File: src/include/duc_pkg.sv
// Purpose: Shared constants for the converter update and trigger control block
// Assumes: 32-bit AXI4-Lite register access, 10 MHz system clock
// Notes: Register offsets are byte addresses, one aligned word per register
package duc_pkg;

   // Bus widths
   localparam int AXI_AW = 8;
   localparam int AXI_DW = 32;
   localparam int BYTE_W = 8;
   localparam int VAL_W = 10;
   localparam int NUM_TRIG = 8;
   localparam int SEL_W = 3;

   // Register offsets
   localparam logic [AXI_AW-1:0] OFF_CTRL = 8'h00;
   localparam logic [AXI_AW-1:0] OFF_VAL_LOW = 8'h04;
   localparam logic [AXI_AW-1:0] OFF_VAL_HIGH = 8'h08;
   localparam logic [AXI_AW-1:0] OFF_STATUS = 8'h0C;

   // Control register layout
   localparam int CTRL_ATE_BIT = 7;
   localparam int CTRL_TS_MSB = 6;
   localparam int CTRL_TS_LSB = 4;
   localparam int CTRL_RSV_BIT = 3;
   localparam int CTRL_LA_BIT = 2;
   localparam int CTRL_OE_BIT = 1;
   localparam int CTRL_EN_BIT = 0;
   localparam logic [BYTE_W-1:0] CTRL_WMASK = 8'hF7;

   // Status register layout
   localparam int STS_BUSY_BIT = 16;
   localparam int STS_PEND_BIT = 17;

   // Reset values
   localparam logic [BYTE_W-1:0] BYTE_RST = 8'h00;
   localparam logic [VAL_W-1:0] VAL_RST = 10'h000;
   localparam logic [AXI_DW-1:0] WORD_ZERO = 32'h0000_0000;

   // Bus responses
   localparam logic [1:0] RESP_OKAY = 2'b00;
   localparam logic [1:0] RESP_SLVERR = 2'b10;

   // Trigger source encodings
   localparam logic [SEL_W-1:0] TRG_CMP0 = 3'h0;
   localparam logic [SEL_W-1:0] TRG_CMP1 = 3'h1;
   localparam logic [SEL_W-1:0] TRG_EXT0 = 3'h2;
   localparam logic [SEL_W-1:0] TRG_T0_CMP = 3'h3;
   localparam logic [SEL_W-1:0] TRG_T0_OVF = 3'h4;
   localparam logic [SEL_W-1:0] TRG_T1_CMPB = 3'h5;
   localparam logic [SEL_W-1:0] TRG_T1_OVF = 3'h6;
   localparam logic [SEL_W-1:0] TRG_T1_CAPT = 3'h7;

   // Conversion timing
   localparam int CLK_PERIOD_NS = 100;
   localparam int CONV_TIME_NS = 1000;
   localparam int CONV_CYCLES = (CONV_TIME_NS + CLK_PERIOD_NS - 1) / CLK_PERIOD_NS;
   localparam int CNT_W = 4;

   typedef enum logic {DUC_IDLE, DUC_CONV} duc_state_t;

endpackage : duc_pkg

File: src/design/duc_axil_slave.sv
// Purpose: AXI4-Lite slave front end for the control block registers
// Assumes: One write and one read outstanding at most
// Notes: Writes use only byte lane 0, status reads also use lanes 1 and 2; unmapped addresses get SLVERR
`timescale 1ns/10ps
module duc_axil_slave (
   // Clock and reset
   input wire logic clk_sys_i,
   input wire logic rst_b_i,
   // Write address and data
   input wire logic s_axil_awvalid_i,
   output logic s_axil_awready_o,
   input wire logic [duc_pkg::AXI_AW-1:0] s_axil_awaddr_i,
   input wire logic s_axil_wvalid_i,
   output logic s_axil_wready_o,
   input wire logic [duc_pkg::AXI_DW-1:0] s_axil_wdata_i,
   input wire logic [3:0] s_axil_wstrb_i,
   // Write response
   output logic s_axil_bvalid_o,
   input wire logic s_axil_bready_i,
   output logic [1:0] s_axil_bresp_o,
   // Read address and data
   input wire logic s_axil_arvalid_i,
   output logic s_axil_arready_o,
   input wire logic [duc_pkg::AXI_AW-1:0] s_axil_araddr_i,
   output logic s_axil_rvalid_o,
   input wire logic s_axil_rready_i,
   output logic [duc_pkg::AXI_DW-1:0] s_axil_rdata_o,
   output logic [1:0] s_axil_rresp_o,
   // Register file side
   output logic wr_en_o,
   output logic [duc_pkg::AXI_AW-1:0] wr_addr_o,
   output logic [duc_pkg::BYTE_W-1:0] wr_data_o,
   input wire logic wr_hit_i,
   output logic [duc_pkg::AXI_AW-1:0] rd_addr_o,
   input wire logic [duc_pkg::AXI_DW-1:0] rd_data_i,
   input wire logic rd_hit_i
);
   import duc_pkg::*;

   logic aw_rdy_r, aw_rdy_nxt, w_rdy_r, w_rdy_nxt;
   logic [AXI_AW-1:0] awaddr_r, awaddr_nxt;
   logic [BYTE_W-1:0] wdata_r, wdata_nxt;
   logic wlane_r, wlane_nxt;
   logic bvalid_r, bvalid_nxt;
   logic [1:0] bresp_r, bresp_nxt;
   logic ar_rdy_r, ar_rdy_nxt, rvalid_r, rvalid_nxt;
   logic [AXI_DW-1:0] rdata_r, rdata_nxt;
   logic [1:0] rresp_r, rresp_nxt;
   logic fire;

   // Both halves held and no response pending
   assign fire = !aw_rdy_r && !w_rdy_r && !bvalid_r;
   assign wr_en_o = fire && wlane_r && wr_hit_i;
   assign wr_addr_o = awaddr_r;
   assign wr_data_o = wdata_r;
   assign rd_addr_o = s_axil_araddr_i;

   always_comb begin
      aw_rdy_nxt = aw_rdy_r;
      w_rdy_nxt = w_rdy_r;
      awaddr_nxt = awaddr_r;
      wdata_nxt = wdata_r;
      wlane_nxt = wlane_r;
      bvalid_nxt = bvalid_r;
      bresp_nxt = bresp_r;
      ar_rdy_nxt = ar_rdy_r;
      rvalid_nxt = rvalid_r;
      rdata_nxt = rdata_r;
      rresp_nxt = rresp_r;
      if (aw_rdy_r && s_axil_awvalid_i) begin
         aw_rdy_nxt = 1'b0;
         awaddr_nxt = s_axil_awaddr_i;
      end
      if (w_rdy_r && s_axil_wvalid_i) begin
         w_rdy_nxt = 1'b0;
         wdata_nxt = s_axil_wdata_i[BYTE_W-1:0];
         wlane_nxt = s_axil_wstrb_i[0];
      end
      if (fire) begin
         bvalid_nxt = 1'b1;
         bresp_nxt = wr_hit_i ? RESP_OKAY : RESP_SLVERR;
      end
      if (bvalid_r && s_axil_bready_i) begin
         bvalid_nxt = 1'b0;
         aw_rdy_nxt = 1'b1;
         w_rdy_nxt = 1'b1;
      end
      if (ar_rdy_r && s_axil_arvalid_i) begin
         ar_rdy_nxt = 1'b0;
         rvalid_nxt = 1'b1;
         rdata_nxt = rd_hit_i ? rd_data_i : WORD_ZERO;
         rresp_nxt = rd_hit_i ? RESP_OKAY : RESP_SLVERR;
      end
      if (rvalid_r && s_axil_rready_i) begin
         rvalid_nxt = 1'b0;
         ar_rdy_nxt = 1'b1;
      end
   end

   always_ff @(posedge clk_sys_i or negedge rst_b_i) begin
      if (!rst_b_i) begin
         aw_rdy_r <= 1'b1;
         w_rdy_r <= 1'b1;
         awaddr_r <= '0;
         wdata_r <= BYTE_RST;
         wlane_r <= 1'b0;
         bvalid_r <= 1'b0;
         bresp_r <= RESP_OKAY;
         ar_rdy_r <= 1'b1;
         rvalid_r <= 1'b0;
         rdata_r <= WORD_ZERO;
         rresp_r <= RESP_OKAY;
      end else begin
         aw_rdy_r <= aw_rdy_nxt;
         w_rdy_r <= w_rdy_nxt;
         awaddr_r <= awaddr_nxt;
         wdata_r <= wdata_nxt;
         wlane_r <= wlane_nxt;
         bvalid_r <= bvalid_nxt;
         bresp_r <= bresp_nxt;
         ar_rdy_r <= ar_rdy_nxt;
         rvalid_r <= rvalid_nxt;
         rdata_r <= rdata_nxt;
         rresp_r <= rresp_nxt;
      end
   end

   assign s_axil_awready_o = aw_rdy_r;
   assign s_axil_wready_o = w_rdy_r;
   assign s_axil_bvalid_o = bvalid_r;
   assign s_axil_bresp_o = bresp_r;
   assign s_axil_arready_o = ar_rdy_r;
   assign s_axil_rvalid_o = rvalid_r;
   assign s_axil_rdata_o = rdata_r;
   assign s_axil_rresp_o = rresp_r;

endmodule : duc_axil_slave

File: src/design/duc_top.sv
// Purpose: Update and trigger control for a 10-bit digital-to-analog converter
// Assumes: Peripheral flags are raw, on the system clock, set before any mask
// Notes: Shadow value only changes on a high byte write or a qualifying trigger
//
// What this block does
// - Enabled converter converts staged value per control
// - Auto triggering only while auto-trigger bit set
// - Trigger source taken from select field
// - Rising trigger edge loads and converts value
// - Trigger still high at finish: no restart
// - Edges during a conversion are ignored
// - Trigger follows raw flag, not interrupt enable
// - Manual mode: high byte write updates immediately
// - Control register field layout, resets to zero
// - Converter input value is 10 bits
// - Select encodes eight fixed trigger sources
// - Left adjust mapping, applied on high write
// - Low byte staged until high write or trigger
// - Output enable routes result to pin
//
// The AXI4-Lite slave port and the register addresses were chosen for this implementation.
`timescale 1ns/10ps
module duc_top (
   // Clock and reset
   input wire logic clk_sys_i,
   input wire logic rst_b_i,
   // AXI4-Lite write channels
   input wire logic s_axil_awvalid_i,
   output logic s_axil_awready_o,
   input wire logic [duc_pkg::AXI_AW-1:0] s_axil_awaddr_i,
   input wire logic s_axil_wvalid_i,
   output logic s_axil_wready_o,
   input wire logic [duc_pkg::AXI_DW-1:0] s_axil_wdata_i,
   input wire logic [3:0] s_axil_wstrb_i,
   output logic s_axil_bvalid_o,
   input wire logic s_axil_bready_i,
   output logic [1:0] s_axil_bresp_o,
   // AXI4-Lite read channels
   input wire logic s_axil_arvalid_i,
   output logic s_axil_arready_o,
   input wire logic [duc_pkg::AXI_AW-1:0] s_axil_araddr_i,
   output logic s_axil_rvalid_o,
   input wire logic s_axil_rready_i,
   output logic [duc_pkg::AXI_DW-1:0] s_axil_rdata_o,
   output logic [1:0] s_axil_rresp_o,
   // Raw peripheral flags
   input wire logic flag_cmp0_i,
   input wire logic flag_cmp1_i,
   input wire logic flag_ext0_i,
   input wire logic flag_t0_cmp_i,
   input wire logic flag_t0_ovf_i,
   input wire logic flag_t1_cmpb_i,
   input wire logic flag_t1_ovf_i,
   input wire logic flag_t1_capt_i,
   // Converter core side
   output logic [duc_pkg::VAL_W-1:0] dac_value_o,
   output logic converter_enable_o,
   output logic analog_output_pin_enable_o,
   output logic conv_busy_o
);
   import duc_pkg::*;

   logic wr_en;
   logic [AXI_AW-1:0] wr_addr;
   logic [BYTE_W-1:0] wr_data;
   logic wr_hit, rd_hit;
   logic [AXI_AW-1:0] rd_addr;
   logic [AXI_DW-1:0] rd_data;

   logic [BYTE_W-1:0] ctrl_r, ctrl_nxt;
   logic [BYTE_W-1:0] low_r, low_nxt;
   logic [BYTE_W-1:0] high_r, high_nxt;
   logic align_r, align_nxt;
   logic pend_r, pend_nxt;
   logic [VAL_W-1:0] value_r, value_nxt;
   duc_state_t state_r, state_nxt;
   logic [CNT_W-1:0] cnt_r, cnt_nxt;
   logic busy_r, busy_nxt;
   logic pin_en_r, pin_en_nxt;

   logic [NUM_TRIG-1:0] flags;
   logic rise_sel, level_sel;
   logic wr_ctrl, wr_low, wr_high;
   logic auto_on, conv_on;
   logic manual_ld, trig_ld, any_ld;
   logic [VAL_W-1:0] load_val;

   // Right adjust: high[1:0] over low; left adjust: high over low[7:6]
   function automatic logic [VAL_W-1:0] map_value(input logic [BYTE_W-1:0] hi,
                                                  input logic [BYTE_W-1:0] lo,
                                                  input logic la);
      logic [VAL_W-1:0] v;
      if (la) begin
         v = {hi, lo[BYTE_W-1 -: 2]};
      end else begin
         v = {hi[1:0], lo};
      end
      return v;
   endfunction : map_value

   duc_axil_slave u_bus (
      .clk_sys_i(clk_sys_i),
      .rst_b_i(rst_b_i),
      .s_axil_awvalid_i(s_axil_awvalid_i),
      .s_axil_awready_o(s_axil_awready_o),
      .s_axil_awaddr_i(s_axil_awaddr_i),
      .s_axil_wvalid_i(s_axil_wvalid_i),
      .s_axil_wready_o(s_axil_wready_o),
      .s_axil_wdata_i(s_axil_wdata_i),
      .s_axil_wstrb_i(s_axil_wstrb_i),
      .s_axil_bvalid_o(s_axil_bvalid_o),
      .s_axil_bready_i(s_axil_bready_i),
      .s_axil_bresp_o(s_axil_bresp_o),
      .s_axil_arvalid_i(s_axil_arvalid_i),
      .s_axil_arready_o(s_axil_arready_o),
      .s_axil_araddr_i(s_axil_araddr_i),
      .s_axil_rvalid_o(s_axil_rvalid_o),
      .s_axil_rready_i(s_axil_rready_i),
      .s_axil_rdata_o(s_axil_rdata_o),
      .s_axil_rresp_o(s_axil_rresp_o),
      .wr_en_o(wr_en),
      .wr_addr_o(wr_addr),
      .wr_data_o(wr_data),
      .wr_hit_i(wr_hit),
      .rd_addr_o(rd_addr),
      .rd_data_i(rd_data),
      .rd_hit_i(rd_hit)
   );

   // Flag order follows the select encoding
   always_comb begin
      flags = '0;
      flags[TRG_CMP0] = flag_cmp0_i;
      flags[TRG_CMP1] = flag_cmp1_i;
      flags[TRG_EXT0] = flag_ext0_i;
      flags[TRG_T0_CMP] = flag_t0_cmp_i;
      flags[TRG_T0_OVF] = flag_t0_ovf_i;
      flags[TRG_T1_CMPB] = flag_t1_cmpb_i;
      flags[TRG_T1_OVF] = flag_t1_ovf_i;
      flags[TRG_T1_CAPT] = flag_t1_capt_i;
   end

   duc_trig_edge u_trig (
      .clk_sys_i(clk_sys_i),
      .rst_b_i(rst_b_i),
      .flags_i(flags),
      .sel_i(ctrl_r[CTRL_TS_MSB:CTRL_TS_LSB]),
      .rise_o(rise_sel),
      .level_o(level_sel)
   );

   // Address decode
   assign wr_hit = (wr_addr == OFF_CTRL) || (wr_addr == OFF_VAL_LOW) ||
                   (wr_addr == OFF_VAL_HIGH);
   assign wr_ctrl = wr_en && (wr_addr == OFF_CTRL);
   assign wr_low = wr_en && (wr_addr == OFF_VAL_LOW);
   assign wr_high = wr_en && (wr_addr == OFF_VAL_HIGH);

   always_comb begin
      rd_hit = 1'b1;
      rd_data = WORD_ZERO;
      case (rd_addr)
         OFF_CTRL: rd_data[BYTE_W-1:0] = ctrl_r;
         OFF_VAL_LOW: rd_data[BYTE_W-1:0] = low_r;
         OFF_VAL_HIGH: rd_data[BYTE_W-1:0] = high_r;
         OFF_STATUS: begin
            rd_data[VAL_W-1:0] = value_r;
            rd_data[STS_BUSY_BIT] = busy_r;
            rd_data[STS_PEND_BIT] = pend_r;
         end
         default: rd_hit = 1'b0;
      endcase
   end

   // Load decisions
   assign auto_on = ctrl_r[CTRL_ATE_BIT];
   assign conv_on = ctrl_r[CTRL_EN_BIT];
   assign manual_ld = wr_high && !auto_on;
   assign trig_ld = auto_on && rise_sel && (state_r == DUC_IDLE);
   assign any_ld = manual_ld || trig_ld;
   // A manual load takes the byte being written and the adjust bit of now
   assign load_val = manual_ld ? map_value(wr_data, low_r, ctrl_r[CTRL_LA_BIT]) :
                                 map_value(high_r, low_r, align_r);

   // Register file and shadow value
   always_comb begin
      ctrl_nxt = ctrl_r;
      low_nxt = low_r;
      high_nxt = high_r;
      align_nxt = align_r;
      pend_nxt = pend_r;
      value_nxt = value_r;
      if (wr_ctrl) begin
         ctrl_nxt = wr_data & CTRL_WMASK;
      end
      if (wr_low) begin
         low_nxt = wr_data;
         pend_nxt = 1'b1;
      end
      if (wr_high) begin
         high_nxt = wr_data;
         align_nxt = ctrl_r[CTRL_LA_BIT];
      end
      if (any_ld) begin
         value_nxt = load_val;
         // A low write in the load cycle was not used, so it stays pending
         pend_nxt = wr_low;
      end
      pin_en_nxt = conv_on && ctrl_r[CTRL_OE_BIT];
   end

   always_ff @(posedge clk_sys_i or negedge rst_b_i) begin
      if (!rst_b_i) begin
         ctrl_r <= BYTE_RST;
         low_r <= BYTE_RST;
         high_r <= BYTE_RST;
         align_r <= 1'b0;
         pend_r <= 1'b0;
         value_r <= VAL_RST;
         pin_en_r <= 1'b0;
      end else begin
         ctrl_r <= ctrl_nxt;
         low_r <= low_nxt;
         high_r <= high_nxt;
         align_r <= align_nxt;
         pend_r <= pend_nxt;
         value_r <= value_nxt;
         pin_en_r <= pin_en_nxt;
      end
   end

   // Conversion timer; disabling the converter aborts it
   always_comb begin
      state_nxt = state_r;
      cnt_nxt = cnt_r;
      case (state_r)
         DUC_IDLE: begin
            if (any_ld && conv_on) begin
               state_nxt = DUC_CONV;
               cnt_nxt = CNT_W'(CONV_CYCLES - 1);
            end
         end
         DUC_CONV: begin
            if (!conv_on) begin
               state_nxt = DUC_IDLE;
            end else if (manual_ld) begin
               cnt_nxt = CNT_W'(CONV_CYCLES - 1);
            end else if (cnt_r == '0) begin
               state_nxt = DUC_IDLE;
            end else begin
               cnt_nxt = cnt_r - 1'b1;
            end
         end
         default: state_nxt = DUC_IDLE;
      endcase
      busy_nxt = (state_nxt == DUC_CONV);
   end

   always_ff @(posedge clk_sys_i or negedge rst_b_i) begin
      if (!rst_b_i) begin
         state_r <= DUC_IDLE;
         cnt_r <= '0;
         busy_r <= 1'b0;
      end else begin
         state_r <= state_nxt;
         cnt_r <= cnt_nxt;
         busy_r <= busy_nxt;
      end
   end

   assign dac_value_o = value_r;
   assign converter_enable_o = ctrl_r[CTRL_EN_BIT];
   assign analog_output_pin_enable_o = pin_en_r;
   assign conv_busy_o = busy_r;

   // Checks
   a_busy_holds:
   assert property (@(posedge clk_sys_i) disable iff (!rst_b_i)
      $rose(busy_r) |-> (busy_r || !conv_on)[*8])
      else $error("conversion ended too early");

   a_manual_load:
   assert property (@(posedge clk_sys_i) disable iff (!rst_b_i)
      (wr_high && !auto_on) |=>
      (value_r == $past(map_value(wr_data, low_r, ctrl_r[CTRL_LA_BIT]))))
      else $error("manual high write did not update value");

   a_auto_gate:
   assert property (@(posedge clk_sys_i) disable iff (!rst_b_i)
      (!auto_on && !wr_high) |=> $stable(value_r))
      else $error("value changed without auto trigger or high write");

   a_trig_load:
   assert property (@(posedge clk_sys_i) disable iff (!rst_b_i)
      (auto_on && rise_sel && !busy_r) |=> (value_r == map_value($past(high_r),
                                             $past(low_r), $past(align_r))))
      else $error("trigger edge did not load value");

   a_busy_ignore:
   assert property (@(posedge clk_sys_i) disable iff (!rst_b_i)
      (auto_on && busy_r) |=> $stable(value_r))
      else $error("value changed during conversion");

   a_level_no_load:
   assert property (@(posedge clk_sys_i) disable iff (!rst_b_i)
      (auto_on && level_sel && $past(level_sel) && $past(auto_on) &&
       $stable(ctrl_r[CTRL_TS_MSB:CTRL_TS_LSB])) |=> $stable(value_r))
      else $error("held trigger level started a conversion");

   a_reserved_zero:
   assert property (@(posedge clk_sys_i) disable iff (!rst_b_i)
      wr_ctrl |=> (ctrl_r[CTRL_RSV_BIT] == 1'b0))
      else $error("reserved control bit set");

   a_low_staged:
   assert property (@(posedge clk_sys_i) disable iff (!rst_b_i)
      (wr_low && !trig_ld) |=> ($stable(value_r) && pend_r))
      else $error("low byte write reached the converter");

   a_left_map:
   assert property (@(posedge clk_sys_i) disable iff (!rst_b_i)
      (trig_ld && align_r) |=> (value_r[VAL_W-1 -: BYTE_W] == $past(high_r)))
      else $error("left adjusted mapping wrong");

   a_pin_route:
   assert property (@(posedge clk_sys_i) disable iff (!rst_b_i)
      (ctrl_r[CTRL_OE_BIT] && conv_on) |=> analog_output_pin_enable_o)
      else $error("output pin not enabled");

endmodule : duc_top

File: src/design/duc_trig_edge.sv
// Purpose: Rising edge detection on raw peripheral flags and source selection
// Assumes: Flags come from logic on the system clock, no synchronisers needed
// Notes: Each flag keeps its own history so a select change makes no false edge
`timescale 1ns/10ps
module duc_trig_edge (
   // Clock and reset
   input wire logic clk_sys_i,
   input wire logic rst_b_i,
   // Flags and selection
   input wire logic [duc_pkg::NUM_TRIG-1:0] flags_i,
   input wire logic [duc_pkg::SEL_W-1:0] sel_i,
   // Result
   output logic rise_o,
   output logic level_o
);
   import duc_pkg::*;

   logic [NUM_TRIG-1:0] prev_r;
   logic [NUM_TRIG-1:0] prev_nxt;
   logic [NUM_TRIG-1:0] rise_vec;

   genvar gi;
   generate
      for (gi = 0; gi < NUM_TRIG; gi++) begin : g_flag
         assign rise_vec[gi] = flags_i[gi] & ~prev_r[gi];
      end
   endgenerate

   always_comb begin
      prev_nxt = flags_i;
   end

   always_ff @(posedge clk_sys_i or negedge rst_b_i) begin
      if (!rst_b_i) begin
         prev_r <= '0;
      end else begin
         prev_r <= prev_nxt;
      end
   end

   assign rise_o = rise_vec[sel_i];
   assign level_o = flags_i[sel_i];

endmodule : duc_trig_edge

File: config.mk
export PLATFORM = sky130hd
export DESIGN_NAME = duc_top
export DESIGN_NICKNAME = d
export VERILOG_FILES = /design/src/include/duc_pkg.sv /design/src/design/duc_axil_slave.sv /design/src/design/duc_top.sv /design/src/design/duc_trig_edge.sv
export SDC_FILE = /design/constraint.sdc
export NUM_CORES = 1
export LEC_CHECK = 0
export ABC_AREA = 1
export ABC_CLOCK_PERIOD_IN_PS = 2450
export BUFFER_PORTS_ARGS = -buffer_cell sky130_fd_sc_hd__buf_2
export CELL_PAD_IN_SITES_DETAIL_PLACEMENT = 1
export CELL_PAD_IN_SITES_GLOBAL_PLACEMENT = 1
export CORE_MARGIN = 2
export CORE_UTILIZATION = 39
export DETAILED_ROUTE_END_ITERATION = 12
export PLACE_DENSITY_LB_ADDON = 0.1
export SLEW_MARGIN = 30
export SYNTH_ARGS = -nofsm -noshare
export SYNTH_HDL_FRONTEND = slang
export SYNTH_HIERARCHICAL = 1
export SYNTH_SLANG_ARGS = --single-unit
File: constraint.sdc
create_clock -name clk_sys_i -period 2.45 [get_ports clk_sys_i]
set_clock_uncertainty 0.1 [all_clocks]
set_input_delay 0.3675 -clock clk_sys_i [delete_from_list [all_inputs] [get_ports clk_sys_i]]
set_output_delay 0.3675 -clock clk_sys_i [all_outputs]
set_load 0.02 [all_outputs]
## Word-level counts from Yosys, hierarchy flattened

Cells that the tools add are included.

- Bits of input ports: 67
- Logic and storage cells: 116
- Register bits after elaboration: 107
- Output and inout bits: 54

- Add/sub/neg operators: 1
- $lt $le $gt $ge: 1
- Eq/ne operators: 8
- Reductions and logical operators: 34
- Bitwise gates (word level): 17
- Mux-type cells: 34

Operators with widths:

| kind | number |
|---|---|
| 8-bit one-hot mux with 4 select lines | 1 |
| 10-bit two-way mux | 3 |
| 8-bit by 4-bit == test with 1-bit output (second input constant) | 3 |
| 1-bit two-way mux | 18 |
| 18-bit two-way mux | 1 |
| 1-bit logical AND | 17 |
| 8-bit by 3-bit == test with 1-bit output (second input constant) | 2 |
| 8-bit logical NOT | 2 |
| 4-bit two-way mux | 4 |
| 2-bit nonzero test | 5 |
| 1-bit inverter | 9 |
| 1-bit bitwise AND | 8 |
| 2-bit two-way mux | 4 |
| 4-bit one-hot mux with 2 select lines | 1 |
| 1-bit logical NOT | 4 |
| 4-bit logical NOT | 1 |
| 3-bit by 4-bit less-than comparator with 1-bit output (second input constant) | 1 |
| 4-bit OR reduction | 1 |
| 4-bit by 1-bit subtractor with 4-bit output (second input constant) | 1 |
| 1-bit binary-select mux with 3-bit select | 1 |
| 1-bit logical OR | 3 |
| 3-bit inequality test (second input constant) | 1 |
| 3-bit AND reduction | 1 |
| 2-bit by 1-bit inequality test with 1-bit output (second input constant) | 1 |
| other kinds (2) | 2 |

## Depth between registers and ports, before layout

- Depth after elaboration: 11
- Gate-level depth with buffers: 12
- Mapped depth without buffers: 10

## Hierarchy

The synthesis kept the hierarchy.

By module, submodules not included:

| module | cells an instance | times used | seq. area each (µm²) | area each (µm²) |
|---|---|---|---|---|
| duc_axil_slave | 253 | 1 | 1405.1 | 2296.0 |
| duc_top | 311 | 1 | 1026.0 | 2282.2 |
| duc_trig_edge | 48 | 1 | 200.2 | 387.9 |

## Least setup slack after synthesis

Ideal clock, no wire load.

- Kind: register -> register
- Start point: reg u_bus.awaddr_r[1] (netlist: u_bus/wr_addr_o[1])
- End point: reg cnt_r[1]
- Stages on the path, launching flop included: 12
- Data required time: 2.231 ns
- Buffers on the path: 1
- Period minus slack after synthesis: 1.902 ns
- Arrival: 1.683 ns
- Setup slack: 0.548 ns
- Library setup time: 0.119 ns
- Cell sequence: dfrtp_1 -> nor2_1 -> inv_1 -> a211oi_1 -> inv_1 -> nor2_1 -> nand3_2 -> buf_2 -> nand3_2 -> nand3_2 -> nand2_1 -> nand2_1

- Longest elaborated chain between the ends: 10
- Elaborated cells between the ends (all ways): 16
- Classes of those cells: eq/ne (4); mux (3); reduce/logical (9)

Ends and longest elaborated chain:

| element | line | text |
|---|---|---|
| start, declared | duc_axil_slave.sv:41 | `logic [AXI_AW-1:0] awaddr_r, awaddr_nxt;` |
| start signal, assigned | duc_axil_slave.sv:116 | `awaddr_r <= awaddr_nxt;` |
| 8-bit by 3-bit == test with 1-bit output or 8-bit logical NOT (tied branches) | duc_top.sv:153 | `assign wr_hit = (wr_addr == OFF_CTRL) \|\| (wr_addr == OFF_VAL_LOW) \|\|` |
| 1-bit logical OR | duc_top.sv:153 |  |
| 1-bit logical OR (*) | duc_top.sv:153 |  |
| named net wr_hit | duc_top.sv:66 | `logic wr_hit, rd_hit;` |
| 1-bit logical AND (*) | duc_axil_slave.sv:53 | `assign wr_en_o = fire && wlane_r && wr_hit_i;` |
| named net wr_en | duc_top.sv:63 | `logic wr_en;` |
| 1-bit logical AND (*) | duc_top.sv:157 | `assign wr_high = wr_en && (wr_addr == OFF_VAL_HIGH);` |
| 1-bit logical AND (*) | duc_top.sv:178 | `assign manual_ld = wr_high && !auto_on;` |
| 1-bit logical OR | duc_top.sv:180 | `assign any_ld = manual_ld \|\| trig_ld;` |
| 1-bit logical AND | duc_top.sv:238 | `if (any_ld && conv_on) begin` |
| 2-bit by 1-bit inequality test with 1-bit output (no line) | -- |  |
| 3-bit AND reduction (no line) | -- |  |
| end signal, assigned | duc_top.sv:266 | `cnt_r <= cnt_nxt;` |
| end, declared | duc_top.sv:77 | `logic [CNT_W-1:0] cnt_r, cnt_nxt;` |

Mark *: on every way through the listed nets, which the timed path passes. The rest lies on a longest branch. The select of a mux whose other input is x is not followed.
A chain may end at the register's enable or synchronous reset.

## Final worst setup path

- Start point: reg ctrl_r[4]
- End point: reg value_r[5] (netlist: dac_value_o[5])

- Longest elaborated chain between the ends: 5

Ends and longest elaborated chain:

| element | line | text |
|---|---|---|
| start, declared | duc_top.sv:70 | `logic [BYTE_W-1:0] ctrl_r, ctrl_nxt;` |
| start signal, assigned | duc_top.sv:222 | `ctrl_r <= ctrl_nxt;` |
| 1-bit binary-select mux with 3-bit select | duc_trig_edge.sv:41 | `assign rise_o = rise_vec[sel_i];` |
| 1-bit two-way mux (implied by the code) | duc_trig_edge.sv:41 |  |
| named net rise_sel | duc_top.sv:82 | `logic rise_sel, level_sel;` |
| 1-bit logical AND (2 in a row) | duc_top.sv:179 | `assign trig_ld = auto_on && rise_sel && (state_r == DUC_IDLE);` |
| 1-bit logical OR | duc_top.sv:180 |  |
| end signal, assigned | duc_top.sv:227 | `value_r <= value_nxt;` |
| end, declared | duc_top.sv:75 | `logic [VAL_W-1:0] value_r, value_nxt;` |

The timed path passes the listed nets, and every way through them passes these cells. The select of a mux whose other input is x is not followed.

==> impl_metrics.py <==
metrics = {
    "clock_tree": {
        "cts_tree": "yes",
        "cts_setup_buffers": 0,
        "cts_sinks": 105,
        "insertion_delay_ps": 350,
        "clock_path_buffers": 2,
        "clkTransAtPathRegs_ps": 70,
        "cts_inserted_buffers": 9,
        "root_buffer": "clkbuf_16",
        "cts-htree-levels": 3,
    },
    "worst_setup_path": {
        "arrival_ps": 2180,
        "worstPathBufferInverterCount": 2,
        "critPathTopFamily": "simple AND/OR/NAND/NOR gates",
        "slowest_stage": "dfrtp_1",
        "max_stage_delay_ps": 520,
        "path_class": "flip-flop to flip-flop",
        "critPathLaunchType": "flip-flop",
        "path_cells": "inv_2 > nand3b_1 > nand3_1 > nand3_1 > nand2_1 > nand3_1 > nand2_2 > inv_1 > o21ai_0",
        "worstPathRequired_ps": 2560,
        "crit_fanout": 13,
        "cp-end-kind": "flip-flop",
        "cpMostUsedCell": "nand3_1",
    },
    "power_and_ir_drop": {
        "power_density_nw_per_um2": 782.9,
        "irDropWorstVdd_mv": 0.4902,
        "leakage_nw": 3.181,
    },
    "layout": {
        "final_common_cell": "nand2_1",
        "area.growth.synth_to_final_pct": 20.55,
        "nNetsFinal": 772,
        "n_fill_cell": 1550,
        "utilization": 0.4859,
        "drive_gt1_frac": 0.2102,
        "diodes": 0,
        "layout_common_cells": "234 x nand2_1, 102 x dfrtp_1, 90 x buf_2",
    },
    "sta": {
        "worstMarginPinSlew_ps": 700.7,
        "timing.fmax_mhz": 483.0,
        "relSlewSlack": 0.5328,
        "finalHoldViolCount": 0,
        "min_period_ps": 2071,
        "rsz0062_at_grt": "no",
        "fin_tns_setup_ps": 0,
        "fin_crit_sh": 0.8451,
        "drv_slew": 0,
        "setup_viol": 0,
    },
    "grt": {
        "antenna_found_initial": 0,
        "grt_max_degree": 58,
        "grt_pass1_wl_um": 21470,
        "grt.total_usage": 0.2055,
        "grt_overflow": 0,
        "grt_pass1_vias": 4344,
    },
    "placed_design": {
        "dp_hpwl_um": 9346,
        "portBuffers": 91,
        "gp_congestion": 0.8336,
    },
    "synthesis": {
        "ys_warn_count": 6,
        "avgSynthCellArea_um2": 8.211,
        "syn-cell-area_um2": 4902,
        "syn_inst": 597,
    },
    "floorplanning": {
        "die_area_um2": 13480,
        "ios": 121,
        "num_rows": 40,
        "die-height_um": 116.1,
        "die_w_um": 116.1,
        "core-area_um2": 12160,
        "start_util": 0.4031,
    },
    "flow_run": {
        "maxCapViolations": 0,
    },
    "detailed_routing": {
        "drt-pass1-iter-count": 4,
        "drc": 0,
        "dr_total_vias": 4200,
        "drt_iter0_drc": 162,
        "wl_per_cell_um": 14.71,
        "drt-vias-per-instance": 4.789,
        "wl_um": 12900,
        "postRouteAntennaNets": 0,
    },
    "status": {
        "run_status": "finished, final reports clean",
    },
    "min_path": {
        "hold_path.class": "primary input to flip-flop",
    },
}
-- path summary, 6_finish.rpt --
kind | end | startpoint | cells after the start | slack [ps]
min in group asynchronous | u_trig/prev_r[3] | rst_b_i | 2 | 360
max in group asynchronous | u_bus/s_axil_awready_o | rst_b_i | 3 | 1190
worst min register to register | u_bus/s_axil_rdata_o[10] | u_bus/s_axil_rdata_o[10] | 2 | 380
worst max-delay path | dac_value_o[5] | ctrl_r[4] | 9 | 380
worst max register to register | dac_value_o[5] | ctrl_r[4] | 9 | 380
worst min-delay path | u_trig/prev_r[3] | flag_t0_cmp_i | 1 | 40
-- metrics by stage --
stage	total power, W	cells	hold WS (ps)	instance area (µm²)	worst slack (ps)
floorplan	0.002736	617	-28.09	4977	548.5
global placement	0.003014	860	197.4	5568	400.8
detailed placement	0.003069	860	202.5	5568	382.2
CTS	0.004689	877	20.81	5909	355.4
global route	0.004903	877	27.32	5909	74.83
finish	0.004627	877	35.49	5909	379.4
-- worst reg2reg max path, delay by kind of cell, from the launching register on --
kind / cells / cell delay [ps]
AOI/OAI and AO/OA: 1 / 170
and+or+nand+nor: 6 / 690
DFF: 1 / 520
buffers and inverters: 2 / 450
-- layout make-up --
cell class,instances,area [µm²],share of cell area
sequential,105,2631,0.4453
multi-input combinational,426,1929,0.3265
timing repair buffer,109,608.1,0.1029
clock buffer,12,256.5,0.04340
tap,168,210.2,0.03557
inverter,53,198.9,0.03367
clock inverter,4,75.07,0.01270
-- sequential cells by signal, summed over array words and instances, names as in the netlist --
name,count
u_bus/s_axil_bresp_o,1
dac_value_o,10
u_bus/s_axil_arready_o,1
u_bus/s_axil_awready_o,1
high_r,8
u_bus/s_axil_bvalid_o,1
pend_r,1
conv_busy_o,1
u_bus/s_axil_rresp_o,1
cnt_r,4
u_bus/s_axil_rdata_o,32
u_trig/prev_r,8
u_bus/s_axil_rvalid_o,1
u_bus/wr_addr_o,8
u_bus/wlane_r,1
u_bus/s_axil_wready_o,1
ctrl_r,7
u_bus/wr_data_o,8
align_r,1
low_r,8
analog_output_pin_enable_o,1
-- where the power goes --
part | switching, W | internal (W) | leakage [nW]
Sequential | 0.000214 | 0.00199 | 1.37
Clock | 0.000653 | 0.000952 | 0.155
Combinational | 0.000557 | 0.000261 | 1.65
-- routing by layer --
metal | global-route usage | share of wire | routed length [µm] | up-vias
met2 | 0.3466 | 0.47 | 6103 | 104
met5 | 0 | 0 | 0 | -
met3 | 0.03321 | 0.046 | 597 | 15
met4 | 0.07381 | 0.018 | 235 | 0
li1 | - | - | - | 2065
met1 | 0.2696 | 0.46 | 5962 | 2016
-- timing repair --
action                                 CTS  global route
endpoints found under the hold margin   23             0
gates resized for setup                  0             0
hold buffers                             1             0
(Power assumes the default switching activity.)
